===== config.mk =====
export PLATFORM = sky130hd
export DESIGN_NAME = phy_mac_port_flat
export DESIGN_NICKNAME = d
export VERILOG_FILES = /design/src/hw/port_pkg.sv /design/src/hw/mac_port_if.sv /design/src/hw/phy_mac_port.sv /design/src/flat_wrapper.sv
export SDC_FILE = /design/constraint.sdc
export NUM_CORES = 1
export LEC_CHECK = 0
export BUFFER_PORTS_ARGS = -buffer_cell sky130_fd_sc_hd__buf_2
export CAP_MARGIN = 25
export CORE_ASPECT_RATIO = 0.6
export CORE_MARGIN = 2
export CORE_UTILIZATION = 45
export DETAILED_ROUTE_END_ITERATION = 10
export HOLD_SLACK_MARGIN = 0.02
export PLACE_DENSITY_LB_ADDON = 0.3
export REMOVE_ABC_BUFFERS = 1
export SLEW_MARGIN = 15
export SYNTH_ARGS = -nofsm -noshare
export SYNTH_HDL_FRONTEND = slang
export SYNTH_SLANG_ARGS = --single-unit

===== constraint.sdc =====
create_clock -name ref_clk_i -period 8.5 [get_ports ref_clk_i]
set_input_delay 0.425 -clock ref_clk_i [delete_from_list [all_inputs] [get_ports ref_clk_i]]
set_output_delay 0.425 -clock ref_clk_i [all_outputs]
set_load 0.05 [all_outputs]

===== src/hw/port_pkg.sv =====
// Shared constants and types for the MAC-side reduced/serial MII port
package port_pkg;
  typedef enum logic [1:0] {MODE_RMII, MODE_SMII, MODE_SSMII} mode_t;

  // Reference clock rates per interface form, in MHz
  localparam int RMII_REF_MHZ = 50;
  localparam int SMII_REF_MHZ = 125;

  // Serial segment: ten bits, last index nine; 10 Mb/s repeats each segment ten times
  localparam int SEG_BITS = 10;
  localparam logic [3:0] SEG_LAST = 4'h9;
  localparam logic [3:0] REP_LAST = 4'h9;
  // Segment field positions (receive: carrier, valid; transmit: error, enable)
  localparam int SEG_FLAG0 = 0;
  localparam int SEG_FLAG1 = 1;
  localparam int SEG_DATA_LSB = 2;

  // In-band status byte bit positions
  localparam int ST_RXER = 0;
  localparam int ST_SPEED = 1;
  localparam int ST_DUPLEX = 2;
  localparam int ST_LINK = 3;
  localparam int ST_JABBER = 4;
  localparam int ST_UPPER = 5;
  localparam int ST_FALSE = 6;
  localparam int ST_ONE = 7;

  // Controller register byte offsets
  localparam logic [4:0] OFF_CTRL = 5'h00;
  localparam logic [4:0] OFF_STATUS = 5'h04;
  localparam logic [4:0] OFF_RXDATA = 5'h08;
  localparam logic [4:0] OFF_TXDATA = 5'h0C;
  localparam logic [4:0] OFF_INT_STAT = 5'h10;
  localparam logic [4:0] OFF_INT_MASK = 5'h14;
  // Control fields
  localparam int CTRL_MODE_LSB = 0;
  localparam int CTRL_TX_GO = 2;
  localparam int CTRL_TX_ERR = 3;
  localparam logic [3:0] CTRL_RESET = 4'h0;
  // Status fields
  localparam int STAT_RX_FULL = 8;
  localparam int STAT_TX_PEND = 9;
  localparam int STAT_RX_ACTIVE = 10;
  localparam int STAT_SPEED = 11;
  // Interrupt event bits
  localparam int EV_RX_BYTE = 0;
  localparam int EV_FRAME_END = 1;
  localparam int EV_COLLISION = 2;
  localparam int EV_STATUS = 3;
  localparam int EV_OVERRUN = 4;
  localparam int NUM_EV = 5;
endpackage : port_pkg


===== src/hw/mac_port_if.sv =====
// Link wires between the transceiver port and the MAC
`timescale 1ns/1ps
interface mac_port_if;
  logic sync;
  logic rx_sync;
  logic crs_dv;
  logic [1:0] rxd;
  logic tx_en;
  logic [1:0] txd;

  modport phy (input sync, input tx_en, input txd, output rx_sync, output crs_dv, output rxd);
  modport mac (output sync, output tx_en, output txd, input rx_sync, input crs_dv, input rxd);
endinterface : mac_port_if


===== src/hw/phy_mac_port.sv =====
// Transceiver end of the MAC-side port: strap select, elastic buffer, RMII and serial MII
//
// The Avalon-MM interface to the registers and the placing of the registers were left to the implementer.
`timescale 1ns/1ps
// Function
// Interface form chosen by two select pins
// Undriven select pins give reduced MII
// One shared reference clock for both directions
// Received nibbles pass through elastic buffer
// Combined carrier/valid high during packet data
// After carrier drop, carrier/valid toggles per nibble
// MAC makes sync pulse every ten clocks
// Segment per byte, repeated ten times at 10M
// Carrier, valid, then data or status bits
// Valid segment carries one byte, two nibbles
// Two-bit paths in RMII, one bit serial
// MAC transmit segment: error, enable, eight bits
// No collision signal; MAC detects it
// Nibble as two di-bits, lower first
module phy_mac_port #(
  parameter int BUF_DEPTH = 8,
  parameter int START_LEVEL = 2
) (
  input wire logic ref_clk_i,
  input wire logic rst_b_i,
  input wire logic [1:0] mode_pins_i,
  input wire logic mode_pins_driven_i,
  input wire logic rx_crs_i,
  input wire logic rx_nib_valid_i,
  input wire logic [3:0] rx_nib_i,
  input wire logic rx_er_i,
  input wire logic speed100_i,
  input wire logic full_duplex_i,
  input wire logic link_up_i,
  input wire logic jabber_i,
  input wire logic false_carrier_i,
  output port_pkg::mode_t mode_o,
  output logic tx_en_o,
  output logic tx_er_o,
  output logic tx_nib_valid_o,
  output logic [3:0] tx_nib_o,
  mac_port_if.phy link
);
  localparam int PW = $clog2(BUF_DEPTH);

  // Strap capture after reset release
  port_pkg::mode_t mode_q, mode_d;
  logic strap_done_q;

  always_comb
  begin
    mode_d = mode_q;
    if (!strap_done_q)
    begin
      if (!mode_pins_driven_i)
        mode_d = port_pkg::MODE_RMII;
      else if (mode_pins_i[1])
        mode_d = port_pkg::MODE_RMII;
      else if (mode_pins_i[0])
        mode_d = port_pkg::MODE_SSMII;
      else
        mode_d = port_pkg::MODE_SMII;
    end
  end

  always_ff @(posedge ref_clk_i or negedge rst_b_i)
    if (!rst_b_i)
    begin
      mode_q <= port_pkg::MODE_RMII;
      strap_done_q <= 1'b0;
    end
    else
    begin
      mode_q <= mode_d;
      strap_done_q <= 1'b1;
    end

  // Receive: elastic buffer, RMII di-bit pacing, serial segments
  logic [3:0] buf_mem [BUF_DEPTH];
  logic [PW-1:0] wr_q, wr_d, rd_q, rd_d, rd_next;
  logic [PW:0] cnt_q, cnt_d, avail;
  logic push;
  logic [1:0] npop;
  logic run_q, run_d, phase_q, phase_d;
  logic crs_dv_q, crs_dv_d, rx_sync_q, rx_sync_d;
  logic [1:0] rxd_q, rxd_d;
  logic [3:0] scnt_q, scnt_d, rep_q, rep_d;
  logic [9:0] seg_q, seg_d;
  logic [7:0] status;
  logic crs_prev_q, er_cur_q, er_cur_d, er_prev_q, er_prev_d, half_q, half_d;
  logic [3:0] head, head2;

  assign rd_next = PW'(rd_q + PW'(1));
  assign head = buf_mem[rd_q];
  assign head2 = buf_mem[rd_next];
  // The buffer absorbs recovered-clock jitter against the reference clock
  assign push = rx_nib_valid_i && (cnt_q != (PW+1)'(BUF_DEPTH));

  always_comb
  begin
    status = 8'h00;
    status[port_pkg::ST_RXER] = er_prev_q;
    status[port_pkg::ST_SPEED] = speed100_i;
    status[port_pkg::ST_DUPLEX] = full_duplex_i;
    status[port_pkg::ST_LINK] = link_up_i;
    status[port_pkg::ST_JABBER] = jabber_i;
    status[port_pkg::ST_UPPER] = !half_q;
    status[port_pkg::ST_FALSE] = false_carrier_i;
    status[port_pkg::ST_ONE] = 1'b1;
  end

  always_comb
  begin
    npop = 2'd0;
    run_d = 1'b0;
    phase_d = 1'b0;
    crs_dv_d = 1'b0;
    rxd_d = 2'b00;
    rx_sync_d = 1'b0;
    scnt_d = scnt_q;
    rep_d = rep_q;
    seg_d = seg_q;
    half_d = half_q;
    avail = cnt_q;
    er_cur_d = (crs_prev_q && er_cur_q) || (rx_er_i && rx_crs_i);
    er_prev_d = (crs_prev_q && !rx_crs_i) ? er_cur_q : er_prev_q;
    if (rx_crs_i && !crs_prev_q)
      half_d = 1'b0;
    if (mode_q == port_pkg::MODE_RMII)
    begin
      if (run_q && !phase_q)
      begin
        run_d = 1'b1;
        phase_d = 1'b1;
        rxd_d = head[3:2];
        crs_dv_d = 1'b1;
      end
      else
      begin
        if (run_q)
          npop = 2'd1;
        avail = (PW+1)'(cnt_q - {{PW{1'b0}}, run_q});
        if (avail != '0 && (run_q || avail >= (PW+1)'(START_LEVEL) || !rx_crs_i))
        begin
          run_d = 1'b1;
          rxd_d = run_q ? head2[1:0] : head[1:0];
          crs_dv_d = rx_crs_i;
        end
      end
    end
    else
    begin
      if (mode_q == port_pkg::MODE_SMII && link.sync)
        scnt_d = 4'h1;
      else
        scnt_d = (scnt_q == port_pkg::SEG_LAST) ? 4'h0 : 4'(scnt_q + 4'h1);
      if (scnt_d == 4'h0)
      begin
        rep_d = (speed100_i || rep_q == port_pkg::REP_LAST) ? 4'h0 : 4'(rep_q + 4'h1);
        if (rep_d == 4'h0)
        begin
          if (cnt_q >= (PW+1)'(2))
          begin
            npop = 2'd2;
            seg_d = {head2, head, 1'b1, rx_crs_i};
          end
          else if (cnt_q == (PW+1)'(1) && !rx_crs_i)
          begin
            // Odd trailing nibble goes out alone; status flags the upper half
            npop = 2'd1;
            half_d = 1'b1;
            seg_d = {4'h0, head, 1'b1, rx_crs_i};
          end
          else
            seg_d = {status, 1'b0, rx_crs_i};
        end
      end
      rxd_d = {1'b0, seg_d[scnt_d]};
      rx_sync_d = (mode_q == port_pkg::MODE_SSMII) && (scnt_d == 4'h0);
    end
    wr_d = push ? PW'(wr_q + PW'(1)) : wr_q;
    rd_d = PW'(rd_q + PW'(npop));
    cnt_d = (PW+1)'(cnt_q + {{PW{1'b0}}, push} - (PW+1)'(npop));
  end

  always_ff @(posedge ref_clk_i)
    if (push)
      buf_mem[wr_q] <= rx_nib_i;

  always_ff @(posedge ref_clk_i or negedge rst_b_i)
    if (!rst_b_i)
    begin
      wr_q <= '0;
      rd_q <= '0;
      cnt_q <= '0;
      run_q <= 1'b0;
      phase_q <= 1'b0;
      crs_dv_q <= 1'b0;
      rxd_q <= 2'b00;
      rx_sync_q <= 1'b0;
      scnt_q <= 4'h0;
      rep_q <= 4'h0;
      seg_q <= 10'h000;
      crs_prev_q <= 1'b0;
      er_cur_q <= 1'b0;
      er_prev_q <= 1'b0;
      half_q <= 1'b0;
    end
    else
    begin
      wr_q <= wr_d;
      rd_q <= rd_d;
      cnt_q <= cnt_d;
      run_q <= run_d;
      phase_q <= phase_d;
      crs_dv_q <= crs_dv_d;
      rxd_q <= rxd_d;
      rx_sync_q <= rx_sync_d;
      scnt_q <= scnt_d;
      rep_q <= rep_d;
      seg_q <= seg_d;
      crs_prev_q <= rx_crs_i;
      er_cur_q <= er_cur_d;
      er_prev_q <= er_prev_d;
      half_q <= half_d;
    end

  // No collision output exists: the MAC compares carrier with its own enable
  assign link.crs_dv = crs_dv_q;
  assign link.rxd = rxd_q;
  assign link.rx_sync = rx_sync_q;
  assign mode_o = mode_q;

  // Transmit: di-bit pairing or serial segment capture
  logic tph_q, tph_d;
  logic [1:0] tlo_q, tlo_d;
  logic [3:0] tcnt_q, tcnt_d, tidx, trep_q, trep_d, trep_eff;
  logic [8:0] tseg_q, tseg_d;
  logic [9:0] tfull;
  logic ten_prev_q, ten_prev_d, hi_pend_q, hi_pend_d;
  logic [3:0] hi_q, hi_d;
  logic tx_en_d, tx_er_d, tx_nv_d;
  logic [3:0] tx_nib_d;

  always_comb
  begin
    tph_d = 1'b0;
    tlo_d = tlo_q;
    tseg_d = tseg_q;
    trep_d = trep_q;
    ten_prev_d = ten_prev_q;
    hi_pend_d = 1'b0;
    hi_d = hi_q;
    tx_en_d = tx_en_o;
    tx_er_d = tx_er_o;
    tx_nv_d = hi_pend_q;
    tx_nib_d = hi_q;
    tfull = {link.txd[0], tseg_q};
    trep_eff = trep_q;
    tidx = (mode_q != port_pkg::MODE_RMII && link.sync) ? 4'h0 : tcnt_q;
    tcnt_d = (tidx == port_pkg::SEG_LAST) ? 4'h0 : 4'(tidx + 4'h1);
    if (mode_q == port_pkg::MODE_RMII)
    begin
      tx_en_d = link.tx_en;
      tx_er_d = 1'b0;
      tx_nv_d = 1'b0;
      if (link.tx_en)
      begin
        tph_d = !tph_q;
        if (!tph_q)
          tlo_d = link.txd;
        else
        begin
          tx_nv_d = 1'b1;
          tx_nib_d = {link.txd, tlo_q};
        end
      end
    end
    else
    begin
      tseg_d[tidx] = link.txd[0];
      if (tidx == port_pkg::SEG_LAST)
      begin
        if (tfull[port_pkg::SEG_FLAG1] && !ten_prev_q)
          trep_eff = 4'h0;
        trep_d = (trep_eff == port_pkg::REP_LAST) ? 4'h0 : 4'(trep_eff + 4'h1);
        ten_prev_d = tfull[port_pkg::SEG_FLAG1];
        if (speed100_i || trep_eff == 4'h0)
        begin
          tx_er_d = tfull[port_pkg::SEG_FLAG0];
          tx_en_d = tfull[port_pkg::SEG_FLAG1];
          if (tfull[port_pkg::SEG_FLAG1])
          begin
            tx_nv_d = 1'b1;
            tx_nib_d = tfull[port_pkg::SEG_DATA_LSB +: 4];
            hi_pend_d = 1'b1;
            hi_d = tfull[port_pkg::SEG_DATA_LSB+4 +: 4];
          end
        end
      end
    end
  end

  always_ff @(posedge ref_clk_i or negedge rst_b_i)
    if (!rst_b_i)
    begin
      tph_q <= 1'b0;
      tlo_q <= 2'b00;
      tcnt_q <= 4'h0;
      trep_q <= 4'h0;
      tseg_q <= 9'h000;
      ten_prev_q <= 1'b0;
      hi_pend_q <= 1'b0;
      hi_q <= 4'h0;
      tx_en_o <= 1'b0;
      tx_er_o <= 1'b0;
      tx_nib_valid_o <= 1'b0;
      tx_nib_o <= 4'h0;
    end
    else
    begin
      tph_q <= tph_d;
      tlo_q <= tlo_d;
      tcnt_q <= tcnt_d;
      trep_q <= trep_d;
      tseg_q <= tseg_d;
      ten_prev_q <= ten_prev_d;
      hi_pend_q <= hi_pend_d;
      hi_q <= hi_d;
      tx_en_o <= tx_en_d;
      tx_er_o <= tx_er_d;
      tx_nib_valid_o <= tx_nv_d;
      tx_nib_o <= tx_nib_d;
    end
endmodule : phy_mac_port


===== src/flat_wrapper.sv =====
// flat-port wrapper written by rule: the top's interface ports become plain ports
module phy_mac_port_flat 
#(
  parameter int BUF_DEPTH = 8,
  parameter int START_LEVEL = 2
)
  (ref_clk_i, rst_b_i, mode_pins_i, mode_pins_driven_i, rx_crs_i, rx_nib_valid_i, rx_nib_i, rx_er_i, speed100_i, full_duplex_i, link_up_i, jabber_i, false_carrier_i, mode_o, tx_en_o, tx_er_o, tx_nib_valid_o, tx_nib_o, link_sync, link_tx_en, link_txd, link_rx_sync, link_crs_dv, link_rxd);
  mac_port_if link_i ();
  input wire logic ref_clk_i;
  input wire logic rst_b_i;
  input wire logic [1:0] mode_pins_i;
  input wire logic mode_pins_driven_i;
  input wire logic rx_crs_i;
  input wire logic rx_nib_valid_i;
  input wire logic [3:0] rx_nib_i;
  input wire logic rx_er_i;
  input wire logic speed100_i;
  input wire logic full_duplex_i;
  input wire logic link_up_i;
  input wire logic jabber_i;
  input wire logic false_carrier_i;
  output port_pkg::mode_t mode_o;
  output logic tx_en_o;
  output logic tx_er_o;
  output logic tx_nib_valid_o;
  output logic [3:0] tx_nib_o;
  input wire logic [$bits(link_i.sync)-1:0] link_sync;
  input wire logic [$bits(link_i.tx_en)-1:0] link_tx_en;
  input wire logic [$bits(link_i.txd)-1:0] link_txd;
  output wire logic [$bits(link_i.rx_sync)-1:0] link_rx_sync;
  output wire logic [$bits(link_i.crs_dv)-1:0] link_crs_dv;
  output wire logic [$bits(link_i.rxd)-1:0] link_rxd;
  assign link_i.sync = link_sync;
  assign link_i.tx_en = link_tx_en;
  assign link_i.txd = link_txd;
  assign link_rx_sync = link_i.rx_sync;
  assign link_crs_dv = link_i.crs_dv;
  assign link_rxd = link_i.rxd;
  phy_mac_port #(.BUF_DEPTH(BUF_DEPTH), .START_LEVEL(START_LEVEL)) u_core (.ref_clk_i(ref_clk_i), .rst_b_i(rst_b_i), .mode_pins_i(mode_pins_i), .mode_pins_driven_i(mode_pins_driven_i), .rx_crs_i(rx_crs_i), .rx_nib_valid_i(rx_nib_valid_i), .rx_nib_i(rx_nib_i), .rx_er_i(rx_er_i), .speed100_i(speed100_i), .full_duplex_i(full_duplex_i), .link_up_i(link_up_i), .jabber_i(jabber_i), .false_carrier_i(false_carrier_i), .mode_o(mode_o), .tx_en_o(tx_en_o), .tx_er_o(tx_er_o), .tx_nib_valid_o(tx_nib_valid_o), .tx_nib_o(tx_nib_o), .link(link_i));
endmodule

==> results.ini <==
[floorplan]
rows = 31
placeableCoreArea_mm2 = 0.0121
dieHeight_um = 90.4
ios = 34
dieArea_mm2 = 0.0134
start_util_pct = 46.3
die_w_um = 148

[clocking]
clockRootBuffer = clkbuf_16
tritoncts = yes
cts-resized-gates = 0
clockBufferDepth = 2
cts_num_sinks = 106
path_clk_slew_ps = 70
worstSkewPairLatency_ps = 350
cts_buffers = 9
htreeDepth = 3

[setup_path]
r2r_cells = 11
r2r_setup_slack_ps = 5080
r2r-end = u_core.cnt_q[3]
cp-start-kind = flop
cp-startpoint = u_core.scnt_q[0]
cp-endpoint = u_core.cnt_q[3]
worstPathMaxFanout = 23
arrival_ps = 3690
endpoint_kind = flop
reg2reg_from = u_core.scnt_q[0]
critical_path_class = reg -> reg
critPathRequiredTime_ps = 8770

[global_route]
grt_pass1_wl_um = 19800
antenna_found_initial = 0
grt_max_degree = 75
grt_pass1_vias = 3729
grt.overflow.total = 0
grtUsageTotal_pct = 19.0

[logic_synthesis]
synth_top_family_by_area = simple AND/OR/NAND/NOR gates
synth_seq_cells = 106
yosysWarnings = 0
synthSimpleGateAreaFrac_pct = 13.5
synth_area_leaders = dfrtp_1, edfxtp_1, mux4_2
postSynthAreaPerCell_um2 = 11.6
syn-cell-area_mm2 = 0.00560
synth_compound_area_share_pct = 13.3
ys.flop_type = dfrtp_1
synth_fa_ha_area_share_pct = 3.84
synthDistinctLibCells = 75
synth_xor_xnor_area_share_pct = 1.56
synthArstFlopShare_pct = 69.8
synth_edf_count = 32
synth_mux_area_share_pct = 12.2
yosys.area.top_type_share_pct = 33.1
yosysSeqAreaShare_pct = 50.2
synth_top_cell_by_area = dfrtp_1
syn_inst = 484

[layout]
diodes = 0
layout.nets = 545
syn_to_final_growth_pct = 10.2
stdcell_area_mm2 = 0.00617
drive_above_1_share_pct = 19.7
final_cell_mix = dfrtp_1, nand2_1, buf_2, edfxtp_1
final_common_cell = dfrtp_1

[power]
p_int_w = 0.00136
power_frac_comb_pct = 41.1
vdd_drop_max_v = 0.000160
p_clk_share_pct = 19.8
p_switching_w = 0.000868
p_sw_share_pct = 39.1
power.density_mw_per_mm2 = 360
p_leak_nw = 2.55
seqPwrFrac_pct = 39.1

[sta]
clock_skew_ps = 10.6
clock.fmax_mhz = 292
fin_crit_ps = 3420
finalHoldViolations = 0
min_period_over_period_pct = 40.3
setup_tns_ps = 0
setup_viol = 0
slew_viol_final = 0
finalWorstSetupSlack_ps = 5080
max-slew-margin-rel_pct = 38.9
rsz0062_at_grt = false
worst_pin_slew_ps = 910

[place]
portBuffers = 33
dp_hpwl_um = 8480
dp_slack_ps = 5110
placed_area_mm2 = 0.00581
gp_congestion = 0.871

[job]
cap_violations = 0

[min_path]
hold_class = in -> reg

[route]
drcViolationCount = 0
routed_wl_um = 12000
ant_nets = 0
routedWlPerCell_um = 17.7
vias_per_cell = 5.78
vias = 3922
drt_iter0_drc = 479
firstDrtPassIters = 5

[outcome]
status = completed

==> power by group through the flow <==
stage / Combinational [W] / Clock (W) / Sequential [W]
CTS: 0.000913 / 0.000449 / 0.000866
floorplan: 0.000649 / 0 / 0.000886
global placement: 0.000877 / 0 / 0.000864
global route: 0.00101 / 0.000469 / 0.000896
detailed placement: 0.000904 / 0 / 0.000872
finish: 0.000914 / 0.000440 / 0.000870
==> state kept, by name (all words and copies together) (netlist names), 2 cells and up <==
register and flops:
u_core.tx_nib_o 4, u_core.tseg_q 9, u_core.mode_o 2, u_core.rd_q 3, u_core.seg_q 10, u_core.tlo_q 2
u_core.hi_q 4, u_core.wr_q 3, u_core.tcnt_q 4, u_core.buf_mem 32, u_core.cnt_q 4, u_core.link.rxd 2
u_core.rep_q 4, u_core.scnt_q 4, u_core.trep_q 4
==> worst min path at each step <==
stage	from	to	slack (ps)	cells past startpoint
6_report	rx_crs_i	u_core.crs_prev_q	250	1
2_1_floorplan	rst_b_i	u_core.cnt_q[0]	130	0
3_3_place_gp	u_core.tseg_q[5]	u_core.tseg_q[5]	470	1
3_5_place_dp	u_core.tph_q	u_core.tph_q	470	1
4_1_cts	rx_crs_i	u_core.crs_prev_q	230	1
5_1_grt	rx_crs_i	u_core.crs_prev_q	230	1
==> cell type report <==
type | count | area (um^2)
inverters | 32 | 120
well taps | 165 | 206
repair buffers | 38 | 228
clock buffers | 13 | 272
multi-input cells | 321 | 2490
flip-flops and latches | 106 | 2810
clock inverters | 3 | 46.3
fillers | 1073 | 5930
==> routing by layer <==
| metal | part of all wire [%] | GRT usage (%) |
|---|---|---|
| met1 | 50 | 29.8 |
| met2 | 43 | 26.4 |
| met3 | 6.2 | 4.09 |
| met4 | 1.1 | 5.00 |
| met5 | 0 | 0 |
==> timing repair <==
item,in CTS,in global routing
endpoints found under the setup margin,0,0
hold buffers,0,1
setup buffers,0,0
endpoints found under the hold margin,0,22
==> critical path: stages, from the launching register on <==
cell      delay (ps)
dfrtp_1          640
nand2_1          260
nor4_4           510
o211ai_2         150
buf_4            230
o31ai_1          430
ha_1             290
inv_1             50
ha_1             260
a21o_1           180
a21oi_1          190
xor2_1           160
==> cells in the mapped netlist (4+ instances only) <==
library cell and instances:
mux2i_1 12, edfxtp_1 32, ha_1 14, nand3_1 11, buf_2 11, buf_6 5
xor2_1 5, a21oi_1 28, nor2b_1 8, a31oi_1 4, nand2b_1 8, nor3_1 7
nor2_1 31, mux4_1 5, inv_1 31, dfrtp_1 74, o21ai_0 23, mux4_2 10
xnor2_1 5, o22ai_1 9, clkbuf_1 5, a22oi_1 4, nand2_1 43, mux2_2 14
o21ai_1 13, nor3b_1 4
==> kinds of logic after synthesis <==
family | count (synthesis)
xor+xnor | 10
flops | 106
mux | 45
buf+inv | 57
simple gates | 140
fa+ha+maj | 16
compound gates | 109
other cells | 1
==> stage by stage <==
stage          instances  utilization [%]  hold WS (ps)  power, W
2_1_floorplan        459                -           129   0.00154
3_3_place_gp         659             48.0           469   0.00174
3_5_place_dp         659             48.0           469   0.00178
4_1_cts              675             50.6           235   0.00223
5_1_grt              678             51.0           234   0.00238
6_report             678             51.0           248   0.00222
Power figures use the tool's default switching activity.
